## src/inc/wdog_pkg.sv

```systemverilog
package wdog_pkg;
  localparam logic [7:0] CTRL_IDX = 8'h21;
  localparam logic [7:0] STAT_IDX = 8'h22;
  localparam logic [11:0] CTRL_ADDR = {2'h0, CTRL_IDX, 2'h0};
  localparam logic [11:0] STAT_ADDR = {2'h0, STAT_IDX, 2'h0};
  localparam int CTRL_IF = 7;
  localparam int CTRL_IE = 6;
  localparam int CTRL_P3 = 5;
  localparam int CTRL_CE = 4;
  localparam int CTRL_EN = 3;
  localparam int STAT_WD = 3;
  localparam int STAT_BO = 2;
  localparam int STAT_EX = 1;
  localparam int STAT_PO = 0;
  localparam logic [3:0] STAT_RST = 4'h1;
  localparam logic [3:0] PSEL_RST = 4'h0;
  localparam logic [3:0] PSEL_MAX = 4'h9;
  localparam int OSC_HZ = 128000;
  localparam int BASE_OSC_CYC = 2048;
  localparam int WIN_CYC = 4;
  localparam logic [2:0] WIN_LOAD = 3'(WIN_CYC);
  localparam int N_PIN = 4;
  localparam int PIN_OSC = 0;
  localparam int PIN_BOR = 1;
  localparam int PIN_EXT = 2;
  localparam int PIN_FUSE = 3;
  typedef enum logic [1:0] {
    WIN_SHUT = 2'b00,
    WIN_OPEN = 2'b01
  } win_state_e;
endpackage : wdog_pkg

```

## src/rtl/wdog_top.sv

```systemverilog
`timescale 1ns/100ps
module wdog_top import wdog_pkg::*; #(
  parameter int BASE_CYC = BASE_OSC_CYC  // oscillator cycles for code 0
) (
  input wire logic pclk,                 // system clock, 40 MHz
  input wire logic presetn,              // power-on reset, async, active low
  input wire logic psel,                 // apb select
  input wire logic penable,              // apb access phase
  input wire logic pwrite,               // apb direction
  input wire logic [11:0] paddr,         // apb byte address
  input wire logic [31:0] pwdata,        // apb write data
  output logic [31:0] prdata,            // apb read data
  output logic pready,                   // apb ready
  output logic pslverr,                  // apb error on unmapped address
  input wire logic wdog_osc,             // 128 kHz watchdog oscillator pin
  input wire logic safety_level_fuse,    // 1 = programmed, level 2
  input wire logic brownout_evt,         // brown-out reset level, async
  input wire logic pin_reset_evt,        // external reset level, async
  input wire logic chip_reset,           // chip reset, same clock
  input wire logic wdog_restart_instr,   // restart instruction pulse
  input wire logic irq_vector_ack,       // timeout vector executing
  input wire logic global_irq_en,        // cpu_status_word interrupt bit
  output logic timeout_irq_req,          // interrupt request level
  output logic wdog_reset_pulse,         // one-cycle watchdog reset
  output logic wdog_running              // counter running
);

  function automatic logic [20:0] limit_of(input logic [3:0] code);
    logic [3:0] c;
    c = (code > PSEL_MAX) ? PSEL_MAX : code;
    limit_of = 21'(BASE_CYC) << c;
  endfunction : limit_of

  // pin sampler: three flops, a change counts when the last two agree
  logic [N_PIN-1:0] s1_ff, s2_ff, s3_ff, lvl_ff;
  logic [N_PIN-1:0] nxt_lvl;
  logic [N_PIN-1:0] pin_rise;

  always_comb begin
    for (int i = 0; i < N_PIN; i++) begin
      nxt_lvl[i] = (s2_ff[i] == s3_ff[i]) ? s3_ff[i] : lvl_ff[i];
      pin_rise[i] = nxt_lvl[i] & ~lvl_ff[i];
    end
  end

  always_ff @(posedge pclk or negedge presetn) begin
    if (!presetn) begin
      s1_ff <= '0;
      s2_ff <= '0;
      s3_ff <= '0;
      lvl_ff <= '0;
    end else begin
      s1_ff <= {safety_level_fuse, pin_reset_evt, brownout_evt, wdog_osc};
      s2_ff <= s1_ff;
      s3_ff <= s2_ff;
      lvl_ff <= nxt_lvl;
    end
  end

  // fuse captured once after release; level 2 is assumed until then
  // the sampler holds reset zeros for three edges, so capture waits until it is filled
  logic fuse_ff, fuse_done_ff, nxt_fuse, nxt_fuse_done;
  logic [1:0] fill_ff, nxt_fill;
  logic level2;

  always_comb begin
    nxt_fuse = fuse_ff;
    nxt_fuse_done = fuse_done_ff;
    nxt_fill = fill_ff;
    if (fill_ff != 2'h3) begin
      nxt_fill = fill_ff + 2'h1;
    end
    if (!fuse_done_ff && fill_ff == 2'h3 && s2_ff[PIN_FUSE] == s3_ff[PIN_FUSE]) begin
      nxt_fuse = s3_ff[PIN_FUSE];
      nxt_fuse_done = 1'b1;
    end
  end

  always_ff @(posedge pclk or negedge presetn) begin
    if (!presetn) begin
      fuse_ff <= 1'b1;
      fuse_done_ff <= 1'b0;
      fill_ff <= 2'h0;
    end else begin
      fuse_ff <= nxt_fuse;
      fuse_done_ff <= nxt_fuse_done;
      fill_ff <= nxt_fill;
    end
  end

  assign level2 = fuse_ff;

  // apb decode
  logic wr_acc, rd_setup, hit_ctrl, hit_stat;
  logic [7:0] wbyte;

  always_comb begin
    hit_ctrl = 1'b0;
    hit_stat = 1'b0;
    if (paddr == CTRL_ADDR) begin
      hit_ctrl = 1'b1;
    end else if (paddr == STAT_ADDR) begin
      hit_stat = 1'b1;
    end
  end

  assign wr_acc = psel & penable & pwrite;
  assign rd_setup = psel & ~penable & ~pwrite;
  assign wbyte = pwdata[7:0];
  assign pready = 1'b1;
  assign pslverr = psel & penable & ~hit_ctrl & ~hit_stat;

  logic wr_ctrl, wr_stat;
  assign wr_ctrl = wr_acc & hit_ctrl;
  assign wr_stat = wr_acc & hit_stat;

  // control register state
  logic timeout_irq_flag_ff, timeout_irq_enable_ff, wde_ff;
  logic [3:0] wdp_ff;
  logic nxt_timeout_irq_flag, nxt_timeout_irq_enable, nxt_wde;
  logic [3:0] nxt_wdp;
  win_state_e win_ff, nxt_win;
  logic [2:0] ce_cnt_ff, nxt_ce_cnt;
  logic ce_ff;
  logic [3:0] stat_ff, nxt_stat;
  logic wde_eff, arm_wr, timeout;
  logic [3:0] wr_psel;

  assign ce_ff = (win_ff == WIN_OPEN);
  // level 2 and a pending watchdog cause both hold enable high
  assign wde_eff = wde_ff | level2 | stat_ff[STAT_WD];
  assign arm_wr = wr_ctrl & wbyte[CTRL_CE] & wbyte[CTRL_EN];
  assign wr_psel = {wbyte[CTRL_P3], wbyte[2:0]};

  always_comb begin
    nxt_win = win_ff;
    nxt_ce_cnt = ce_cnt_ff;
    case (win_ff)
      WIN_SHUT: begin
        if (arm_wr) begin
          nxt_win = WIN_OPEN;
          nxt_ce_cnt = WIN_LOAD;
        end
      end
      WIN_OPEN: begin
        if (arm_wr) begin
          nxt_ce_cnt = WIN_LOAD;
        end else if (wr_ctrl || ce_cnt_ff == 3'h1) begin
          nxt_win = WIN_SHUT;
          nxt_ce_cnt = 3'h0;
        end else begin
          nxt_ce_cnt = ce_cnt_ff - 3'h1;
        end
      end
      default: begin
        nxt_win = WIN_SHUT;
        nxt_ce_cnt = 3'h0;
      end
    endcase
  end

  always_comb begin
    nxt_timeout_irq_flag = timeout_irq_flag_ff;
    nxt_timeout_irq_enable = timeout_irq_enable_ff;
    nxt_wde = wde_ff;
    nxt_wdp = wdp_ff;
    if (chip_reset) begin
      nxt_timeout_irq_enable = 1'b0;
      nxt_wde = 1'b0;
      nxt_wdp = PSEL_RST;
    end else if (wr_ctrl) begin
      nxt_timeout_irq_enable = wbyte[CTRL_IE];
      if (ce_ff && !wbyte[CTRL_CE]) begin
        nxt_wdp = wr_psel;
        nxt_wde = wbyte[CTRL_EN];
      end else if (wbyte[CTRL_EN]) begin
        nxt_wde = 1'b1;
      end
      // a late or out-of-order write keeps prescale and can only set enable, never clear it
    end
    if ((wr_ctrl && wbyte[CTRL_IF]) || irq_vector_ack) begin
      nxt_timeout_irq_flag = 1'b0;
    end
    if (timeout && timeout_irq_enable_ff) begin
      nxt_timeout_irq_flag = 1'b1;
      if (wde_eff) begin
        nxt_timeout_irq_enable = 1'b0;
      end
    end
  end

  always_ff @(posedge pclk or negedge presetn) begin
    if (!presetn) begin
      timeout_irq_flag_ff <= 1'b0;
      timeout_irq_enable_ff <= 1'b0;
      wde_ff <= 1'b0;
      wdp_ff <= PSEL_RST;
      win_ff <= WIN_SHUT;
      ce_cnt_ff <= 3'h0;
    end else begin
      timeout_irq_flag_ff <= nxt_timeout_irq_flag;
      timeout_irq_enable_ff <= nxt_timeout_irq_enable;
      wde_ff <= nxt_wde;
      wdp_ff <= nxt_wdp;
      win_ff <= nxt_win;
      ce_cnt_ff <= nxt_ce_cnt;
    end
  end

  // counter on synchronised oscillator edges
  logic [20:0] cnt_ff, nxt_cnt;
  logic rst_pulse_ff, nxt_rst_pulse;
  logic osc_tick;

  assign osc_tick = pin_rise[PIN_OSC];
  assign wdog_running = wde_eff | timeout_irq_enable_ff;
  assign timeout = wdog_running & osc_tick & (cnt_ff >= limit_of(wdp_ff) - 21'h1);

  always_comb begin
    nxt_cnt = cnt_ff;
    if (!wdog_running || chip_reset || wdog_restart_instr || timeout) begin
      nxt_cnt = 21'h0;
    end else if (osc_tick) begin
      nxt_cnt = cnt_ff + 21'h1;
    end
    nxt_rst_pulse = timeout & ~timeout_irq_enable_ff & wde_eff;
  end

  always_ff @(posedge pclk or negedge presetn) begin
    if (!presetn) begin
      cnt_ff <= 21'h0;
      rst_pulse_ff <= 1'b0;
    end else begin
      cnt_ff <= nxt_cnt;
      rst_pulse_ff <= nxt_rst_pulse;
    end
  end

  assign wdog_reset_pulse = rst_pulse_ff;
  assign timeout_irq_req = timeout_irq_flag_ff & timeout_irq_enable_ff & global_irq_en;

  // reset causes: zero write clears, an arriving cause wins
  always_comb begin
    nxt_stat = stat_ff;
    if (wr_stat) begin
      nxt_stat = stat_ff & wbyte[3:0];
    end
    if (rst_pulse_ff) begin
      nxt_stat[STAT_WD] = 1'b1;
    end
    if (pin_rise[PIN_BOR]) begin
      nxt_stat[STAT_BO] = 1'b1;
    end
    if (pin_rise[PIN_EXT]) begin
      nxt_stat[STAT_EX] = 1'b1;
    end
  end

  always_ff @(posedge pclk or negedge presetn) begin
    if (!presetn) begin
      stat_ff <= STAT_RST;
    end else begin
      stat_ff <= nxt_stat;
    end
  end

  // read data latched in the setup phase, shown through the access phase
  logic [31:0] rdata_ff, nxt_rdata;

  always_comb begin
    nxt_rdata = rdata_ff;
    if (rd_setup) begin
      nxt_rdata = 32'h0;
      if (hit_ctrl) begin
        nxt_rdata[7:0] = {timeout_irq_flag_ff, timeout_irq_enable_ff, wdp_ff[3], ce_ff, wde_eff, wdp_ff[2:0]};
      end else if (hit_stat) begin
        nxt_rdata[7:0] = {4'h0, stat_ff};
      end
    end
  end

  always_ff @(posedge pclk or negedge presetn) begin
    if (!presetn) begin
      rdata_ff <= 32'h0;
    end else begin
      rdata_ff <= nxt_rdata;
    end
  end

  assign prdata = rdata_ff;

  rsv_zero_a: assert property (@(posedge pclk) disable iff (!presetn)
    psel && penable && !pwrite && hit_stat |-> prdata[7:4] == 4'h0)
    else $error("reserved status bits not zero");

  lvl2_on_a: assert property (@(posedge pclk) disable iff (!presetn)
    level2 |-> wde_eff && wdog_running)
    else $error("level 2 watchdog not running");

  cause_hold_a: assert property (@(posedge pclk) disable iff (!presetn)
    stat_ff[STAT_WD] |-> wde_eff)
    else $error("enable clear while watchdog cause set");

  win_close_a: assert property (@(posedge pclk) disable iff (!presetn)
    (ce_ff && !arm_wr)[*4] |=> !ce_ff)
    else $error("change window not closed after four cycles");

  locked_a: assert property (@(posedge pclk) disable iff (!presetn)
    wr_ctrl && !ce_ff && !chip_reset |=> wdp_ff == $past(wdp_ff))
    else $error("prescale changed outside window");

  pulse_one_a: assert property (@(posedge pclk) disable iff (!presetn)
    wdog_reset_pulse |=> !wdog_reset_pulse && stat_ff[STAT_WD])
    else $error("watchdog reset pulse longer than one cycle");

  irq_gate_a: assert property (@(posedge pclk) disable iff (!presetn)
    timeout_irq_req |-> global_irq_en && timeout_irq_enable_ff && timeout_irq_flag_ff)
    else $error("interrupt request without enables");

  ie_drop_a: assert property (@(posedge pclk) disable iff (!presetn)
    timeout && timeout_irq_enable_ff && wde_eff && !wr_ctrl |=> !timeout_irq_enable_ff && timeout_irq_flag_ff)
    else $error("interrupt enable kept after timeout");

  stop_a: assert property (@(posedge pclk) disable iff (!presetn)
    !wdog_running |=> cnt_ff == 21'h0 && !wdog_reset_pulse)
    else $error("stopped watchdog counts");

  timeout_irq_flag_set_a: assert property (@(posedge pclk) disable iff (!presetn)
    timeout && timeout_irq_enable_ff |=> timeout_irq_flag_ff)
    else $error("timeout flag not set in interrupt mode");

  win_open_a: assert property (@(posedge pclk) disable iff (!presetn)
    arm_wr |=> ce_ff)
    else $error("change window not opened");

  bo_set_a: assert property (@(posedge pclk) disable iff (!presetn)
    pin_rise[PIN_BOR] |=> stat_ff[STAT_BO])
    else $error("brown-out cause not set");

  ext_set_a: assert property (@(posedge pclk) disable iff (!presetn)
    pin_rise[PIN_EXT] |=> stat_ff[STAT_EX])
    else $error("pin reset cause not set");

  po_keep_a: assert property (@(posedge pclk) disable iff (!presetn)
    stat_ff[STAT_PO] && !wr_stat |=> stat_ff[STAT_PO])
    else $error("power-on cause lost without a write");

  ack_clr_a: assert property (@(posedge pclk) disable iff (!presetn)
    irq_vector_ack && !(timeout && timeout_irq_enable_ff) |=> !timeout_irq_flag_ff)
    else $error("timeout flag kept after vector");

  restart_a: assert property (@(posedge pclk) disable iff (!presetn)
    wdog_restart_instr || chip_reset |=> cnt_ff == 21'h0)
    else $error("count not restarted");

  cnt_lim_a: assert property (@(posedge pclk) disable iff (!presetn)
    cnt_ff < (21'(BASE_CYC) << PSEL_MAX))
    else $error("count beyond the longest legal period");

  fuse_hold_a: assert property (@(posedge pclk) disable iff (!presetn)
    fuse_done_ff |=> fuse_done_ff && $stable(fuse_ff))
    else $error("safety level changed after capture");

  timeout_rst_c: cover property (@(posedge pclk) disable iff (!presetn)
    wdog_reset_pulse);
  timeout_irq_c: cover property (@(posedge pclk) disable iff (!presetn)
    timeout_irq_req);
  disable_seq_c: cover property (@(posedge pclk) disable iff (!presetn)
    arm_wr ##[1:4] (wr_ctrl && !wbyte[CTRL_EN]) ##1 !wdog_running);
  cause_clear_c: cover property (@(posedge pclk) disable iff (!presetn)
    $fell(stat_ff[STAT_PO]));
  fuse_lvl2_c: cover property (@(posedge pclk) disable iff (!presetn)
    fuse_done_ff && level2);

endmodule : wdog_top

```

## config.mk

```make
export PLATFORM = sky130hd
export DESIGN_NAME = wdog_top
export DESIGN_NICKNAME = d
export VERILOG_FILES = /design/src/inc/wdog_pkg.sv /design/src/rtl/wdog_top.sv
export SDC_FILE = /design/constraint.sdc
export NUM_CORES = 1
export LEC_CHECK = 0
export BUFFER_PORTS_ARGS = -buffer_cell sky130_fd_sc_hd__buf_2
export CAP_MARGIN = 20
export CORE_UTILIZATION = 52
export CTS_CLUSTER_SIZE = 40
export DETAILED_ROUTE_END_ITERATION = 16
export GPL_TIMING_DRIVEN = 0
export PLACE_DENSITY = 0.8
export SLEW_MARGIN = 40
export SYNTH_ARGS = -nofsm -noshare
export SYNTH_HDL_FRONTEND = slang
export SYNTH_SLANG_ARGS = --single-unit
export TNS_END_PERCENT = 30
```

## constraint.sdc

```tcl
create_clock -name pclk -period 3.4 [get_ports pclk]
set_clock_uncertainty 0.2 [all_clocks]
set_input_delay 0.68 -clock pclk [delete_from_list [all_inputs] [get_ports pclk]]
set_output_delay 0.68 -clock pclk [all_outputs]
set_load 0.02 [all_outputs]
```

; Word level (Yosys, flattened, before mapping)
; Index checks and enable logic that the tools add are counted.
[totals]
latchBits = 0
ram_bits = 0
in_bits = 57
reg_bits = 65
romBits = 0
n_memories = 0
[op_classes]
n_bitwise = 31
order_cmp = 2
mul = 0
n_div = 0
eq_ne = 13
reduce_logical = 25
n_addsub = 4
shifts = 1
mux = 36
[ops]
columns = operator, count
row1 = $mux W21, 2
row2 = $eq A12 B8 Y1 const B, 2
row3 = $mux W4, 6
row4 = $add A21 B1 Y21 const B, 1
row5 = $ge A21 B21 Y1, 1
row6 = $shl A12 B4 Y21 const A, 1
row7 = $sub A21 B1 Y21 const B, 1
row8 = $and A1 B1 Y1, 19
row9 = $mux W1, 19
row10 = $reduce_bool A2 Y1, 7
row11 = $mux W3, 3
row12 = $mux W8, 1
row13 = $not A1 Y1, 8
row14 = $mux W2, 3
row15 = $ne A2 B2 Y1 const B, 3
row16 = $pmux W3 S2, 1
row17 = $logic_and A1 B1 Y1, 5
row18 = $logic_or A1 B1 Y1, 5
row19 = $and A4 B4 Y4, 1
row20 = $eq A1 B1 Y1, 4
row21 = $gt A4 B4 Y1 const B, 1
row22 = $pmux W2 S2, 1
row23 = $reduce_and A2 Y1, 2
row24 = $eq A3 B1 Y1 const B, 1
row25 = 10 further kinds, 14

; Logic depth before layout (Yosys ltp)
[depth]
depth_word = 8
depth_mapped = 14
mapped_depth_nobuf = 12

; Worst setup path before layout
; OpenSTA, ideal clock, no wires.
[synth_timing]
path_type = register -> register
start = register wdp_ff[1]
end = register cnt_ff[11]
path_stages_with_launch = 14
slack_ns = 0.333
path_buffers = 1
setup_time_ns = 0.136
arrival_ns = 2.731
t_required_ns = 3.064
cell_sequence = dfrtp_1 or2_2 nand2b_1 ha_1 nor3_1 a21o_1 a32oi_1 ha_1 nand4_1 nor4_1 a21oi_1 a21oi_1 clkbuf_1 nor3_1
[synth_via]
elab_chain_len = 8
[synth_rtl]
columns = element, line_no
row1 = from (decl), wdog_top.sv:119  ; logic [3:0] wdp_ff;
row2 = from (signal assigned), wdog_top.sv:204  ; wdp_ff <= nxt_wdp;
row3 = $gt A4 B4 Y1, wdog_top.sv:30  ; c = (code > PSEL_MAX) ? PSEL_MAX : code;
row4 = $mux W4 *, wdog_top.sv:30
row5 = $shl A12 B4 Y21 *, wdog_top.sv:31  ; limit_of = 21'(BASE_CYC) << c;
row6 = $sub A21 B1 Y21 *, wdog_top.sv:217  ; assign timeout = wdog_running & osc_tick & (cnt_ff >= limit_of(wdp_ff) - 21'h1);
row7 = $ge A21 B21 Y1 *, wdog_top.sv:217
row8 = $and A1 B1 Y1 *, wdog_top.sv:217
row9 = $logic_or A1 B1 Y1 *, wdog_top.sv:221  ; if (!wdog_running || chip_reset || wdog_restart_instr || timeout) begin
row10 = $mux W21 or $reduce_bool A2 Y1 (tied branches), n/a
row11 = to (signal assigned), wdog_top.sv:234  ; cnt_ff <= nxt_cnt;
row12 = to (decl), wdog_top.sv:211  ; logic [20:0] cnt_ff, nxt_cnt;
; Every way passes the cells marked *; elsewhere a longest branch is shown, timed or not.
; A chain may end at the register's enable or synchronous reset.

; Final worst setup path
[layout_timing]
start = register wdp_ff[1]
end = register cnt_ff[3]
; Same word-level chain as after synthesis.

==> impl_summary.txt <==
----------------------------------------------------
[Yosys]
  EDFF count, synth ... 0
  Compound-gate portion of the synthesized area ... 7.75%
  Post-synth top area cell ... dfrtp_1
  Post-synth ARST share ... 100%
  Share of Yosys cell area claimed by the top area cell type ... 47.1%
  Number of unique standard cell types used by synthesis ... 46
  Proportion of synthesized area in mux cells ... 1.86%
  Area fraction in and, or, nand and nor cells after synthesis ... 21.0%
  Fraction of the yosys area taken by sequential cells ... 48.7%
  Number of flip-flops and latches in the synthesized netlist ... 64
  Dominant combinational cell family by area after synthesis ... simple AND/OR/NAND/NOR gates
  Post-synthesis share of cell area spent on full adders, half adders and majority gates ... 6.61%
  Synth warnings ... 0
  Synthesized area divided by synthesized cell count ... approximately 10 sq um
  Netlist area before placement ... 3290 sq um
  Largest cells by area after synthesis ... dfrtp_1, buf_4, ha_1, xor2_1, nor3_1
  Post-synthesis cell count ... 327
  Post-synthesis xor/xnor area fraction ... 5.85%
  Most common flop cell mapped by yosys ... dfrtp_1

[STA]
  Actual slew at the worst max-slew pin ... about 0.56 ns
  Max-slew headroom at the worst pin ... between 60 and 70%
  Crit path setup slack, layout ... 0.250 ns
  Number of hold violations in the final report ... 0
  Worst hold-check slack ... 0.106 ns
  RSZ-0062 raised after global routing ... false
  Final critical-path required period ... roughly 3.2 ns
  Highest clock frequency the design can meet ... 317 MHz
  Final worst-path cycle share ... around 93%
  Total count of max-transition violations in the final report ... 0
  Final count of negative-setup-slack endpoints ... 0

[Die]
  Floorplan die width ... around 82 um
  Height of the chip ... 81.6 um
  Total number of placement rows ... 28
  Initial standard-cell utilization of the core ... between 50 and 60%
  Die Outline Area ... 6660 sq um
  Core area ... 6030 sq um
  Count of boundary I/O pins ... 94

[Status]
  Outcome ... finished clean

[Place]
  Final estimated routing congestion in global placement ... 0.785
  DP HPWL ... 4860 um
  Port Buf Inserts ... 44
  Place WS ... -0.233 ns
  Placement Cell Area ... 3700 sq um

[Clock tree]
  Clock buffer count from CTS ... 9
  H-tree Lvls ... 3
  Clock root buffer master ... clkbuf_8
  Clock tree from TritonCTS ... built
  Max Buffers Root-to-Sink ... 2
  Post-CTS clock slew at the launch and capture registers of the worst setup and hold paths ... 0.07 ns
  CTS Hold Buffers Added ... 0
  Number of clock sinks ... 64
  Clock latency reported for the late side of the worst-skew pair ... 0.35 ns

[Layout]
  Register Area ... 1610 sq um
  Number of fill cells in the layout ... 495
  Proportion of layout cells with a drive suffix above 1 ... 25.5%
  Layout-stage area growth over the synthesis result ... 20.6%
  Post-route design area ... 3970 sq um
  Area of the multi-input gates ... 1550 sq um
  Commonest cells after routing, fill and taps aside ... dfrtp_1, buf_2, nand2_1
  Total number of nets in the final design ... about 480
  Antenna cells ... 0
  Most frequent standard cell in the layout excluding fill and tap cells ... dfrtp_1

[Pwr]
  Share of power burned in combinational logic ... 10.1%
  Switching pwr ... 0.000424 W
  LEAKAGE ... 1.86 nW
  Internal power consumption ... 0.00130 W
  Clock power share ... 42.7%
  Power per unit of standard cell area ... 434 nW/um^2
  Register share of total power ... 47.2%
  Switching Share ... 24.6%
  Worst IR Drop VDD ... 0.309 mV

[Global routing]
  First-pass GRT wire length ... approximately 11000 um
  GRT Overall Usage ... 22.6%
  Via count of the first global-routing pass ... between 2000 and 2500
  Antenna violations before repair ... 0
  Grt ovf ... 0
  Pin count of the biggest net entering global routing ... 65

[Detailed routing]
  Total length of routed wires ... 6710 um
  Detailed-route DRC error count ... 0
  Initial drt markers ... around 130
  Remaining antenna violation count after routing ... 0
  Vias per cell ... 5.29
  Post-DR wirelength/cell ... roughly 14 um
  Via count ... 2571
  Total iterations of the first detailed-routing run ... 6

[Worst setup path]
  Worst-case reg-to-reg path depth ... 13
  Startpoint class of the critical path ... flip-flop
  Nature of the critical path endpoint ... flip-flop
  WP data arrival ... 3.16 ns
  Worst reg2reg path endpoint ... cnt_ff[3]$_DFFE_PN0P_
  Capturing instance or port of the critical path ... cnt_ff[3]$_DFFE_PN0P_
  Launching point of the worst reg2reg path ... wdp_ff[1]$_DFFE_PN0P_
  Start point of the critical path ... wdp_ff[1]$_DFFE_PN0P_
  Register-to-Register Setup Slack ... 0.25 ns
  Largest fanout on the critical path ... 10
  Required time of the worst setup path ... roughly 3.4 ns
  WS Path Type ... flip-flop to flip-flop

[Hold path]
  HP Class ... primary input to asynchronous set/reset pin

[Job]
  Max cap viols ... 0

----------------------------------------------------
[flip-flops by register name (all words and copies together) (netlist names)]
signal and count:
stat_ff 4, cnt_ff 21, lvl_ff 3, wde_ff 1, s2_ff 4, s3_ff 4, s1_ff 4, wdog_reset_pulse 1
timeout_irq_flag_ff 1, fuse_ff 1, timeout_irq_enable_ff 1, fill_ff 2, fuse_done_ff 1, wdp_ff 4, win_ff 1, prdata 8
ce_cnt_ff 3
[cells in the mapped netlist (7+ instances only)]
library cell and count:
a21oi_1 14, nand2_1 33, xor2_1 15, nand3_1 12, nor2_1 16, dfrtp_1 62, nor3_1 25, o21ai_0 10
ha_1 15, nand4_1 10, inv_1 9, xnor2_1 7, buf_4 26
[per-stage QoR]
step	util, %	total power, W	std cells	TNS [ns]
2_1_floorplan	-	0.000940	351	0
5_1_grt	65.9	0.00179	486	0
3_3_place_gp	61.4	0.000992	470	-2.30
3_5_place_dp	61.4	0.00100	470	-4.09
4_1_cts	65.4	0.00173	486	0
6_report	65.9	0.00172	486	0
[logic make-up (layout without fill, tap and decap cells)]
| logic type | after synthesis | in the layout |
|---|---|---|
| xor gates and xnor gates | 22 | 22 |
| adders and majority gates | 18 | 18 |
| muxes | 6 | 6 |
| AOI/OAI and AO/OA | 40 | 40 |
| DFF | 64 | 64 |
| and+or+nand+nor | 132 | 132 |
| other | 2 | 26 |
| buffers and inverters | 43 | 103 |
[what timing repair did]
| action | in CTS | in global routing |
|---|---|---|
| pin swaps | 0 | 2 |
| setup buffers | 0 | 0 |
| gates resized for setup | 6 | 7 |
| gates cloned | 0 | 0 |
| endpoints found under the hold margin | 0 | 0 |
| endpoints found under the setup margin | 20 | 21 |
[power groups by stage]
stage | Combinational, W | Sequential (W) | Clock, W
final | 0.000174 | 0.000813 | 0.000735
after global routing | 0.000196 | 0.000817 | 0.000778
after CTS | 0.000174 | 0.000813 | 0.000743
after detailed placement | 0.000173 | 0.000827 | 0
after global placement | 0.000167 | 0.000825 | 0
after floorplan | 0.000110 | 0.000830 | 0
[routing by layer]
| layer | GRT usage (%) | routed length [um] | up-vias |
|---|---|---|---|
| li1 | - | - | 1264 |
| met2 | 34.3 | 3220 | 60 |
| met4 | 11.2 | 116 | 0 |
| met5 | 0 | 0 | - |
| met1 | 30.5 | 3050 | 1237 |
| met3 | 5.00 | 324 | 10 |
[layout make-up]
type                       instances  area share, %
multi-input combinational        244           39.0
buffer                            34           6.11
timing repair buffer              44           5.70
clock inverter                     5           2.02
inverter                           9          0.851
clock buffer                      11           3.56
sequential                        64           40.4
tap                               75           2.36
[worst min path at each step]
stage | depth (start not counted) | endpoint | startpoint
6_report | 1 | cnt_ff[18]$_DFFE_PN0P_ | presetn
5_1_grt | 1 | cnt_ff[3]$_DFFE_PN0P_ | presetn
4_1_cts | 0 | s2_ff[1]$_DFF_PN0_ | s1_ff[1]$_DFF_PN0_
3_5_place_dp | 0 | s2_ff[1]$_DFF_PN0_ | s1_ff[1]$_DFF_PN0_
3_3_place_gp | 0 | s2_ff[0]$_DFF_PN0_ | s1_ff[0]$_DFF_PN0_
2_1_floorplan | 0 | s2_ff[0]$_DFF_PN0_ | s1_ff[0]$_DFF_PN0_
[worst max-delay path, stage by stage, from the launching register on]
cell and delay (ns):
dfrtp_2 0.46, or2_2 0.33, nand2b_1 0.17, ha_2 0.21, nor3_1 0.14, a21o_1 0.11, a32oi_1 0.12, ha_1 0.30
nand4_1 0.14, nor4_2 0.22, a21oi_2 0.12, a21oi_2 0.24, buf_6 0.18, nor3_1 0.06
(Power assumes the default switching activity.)
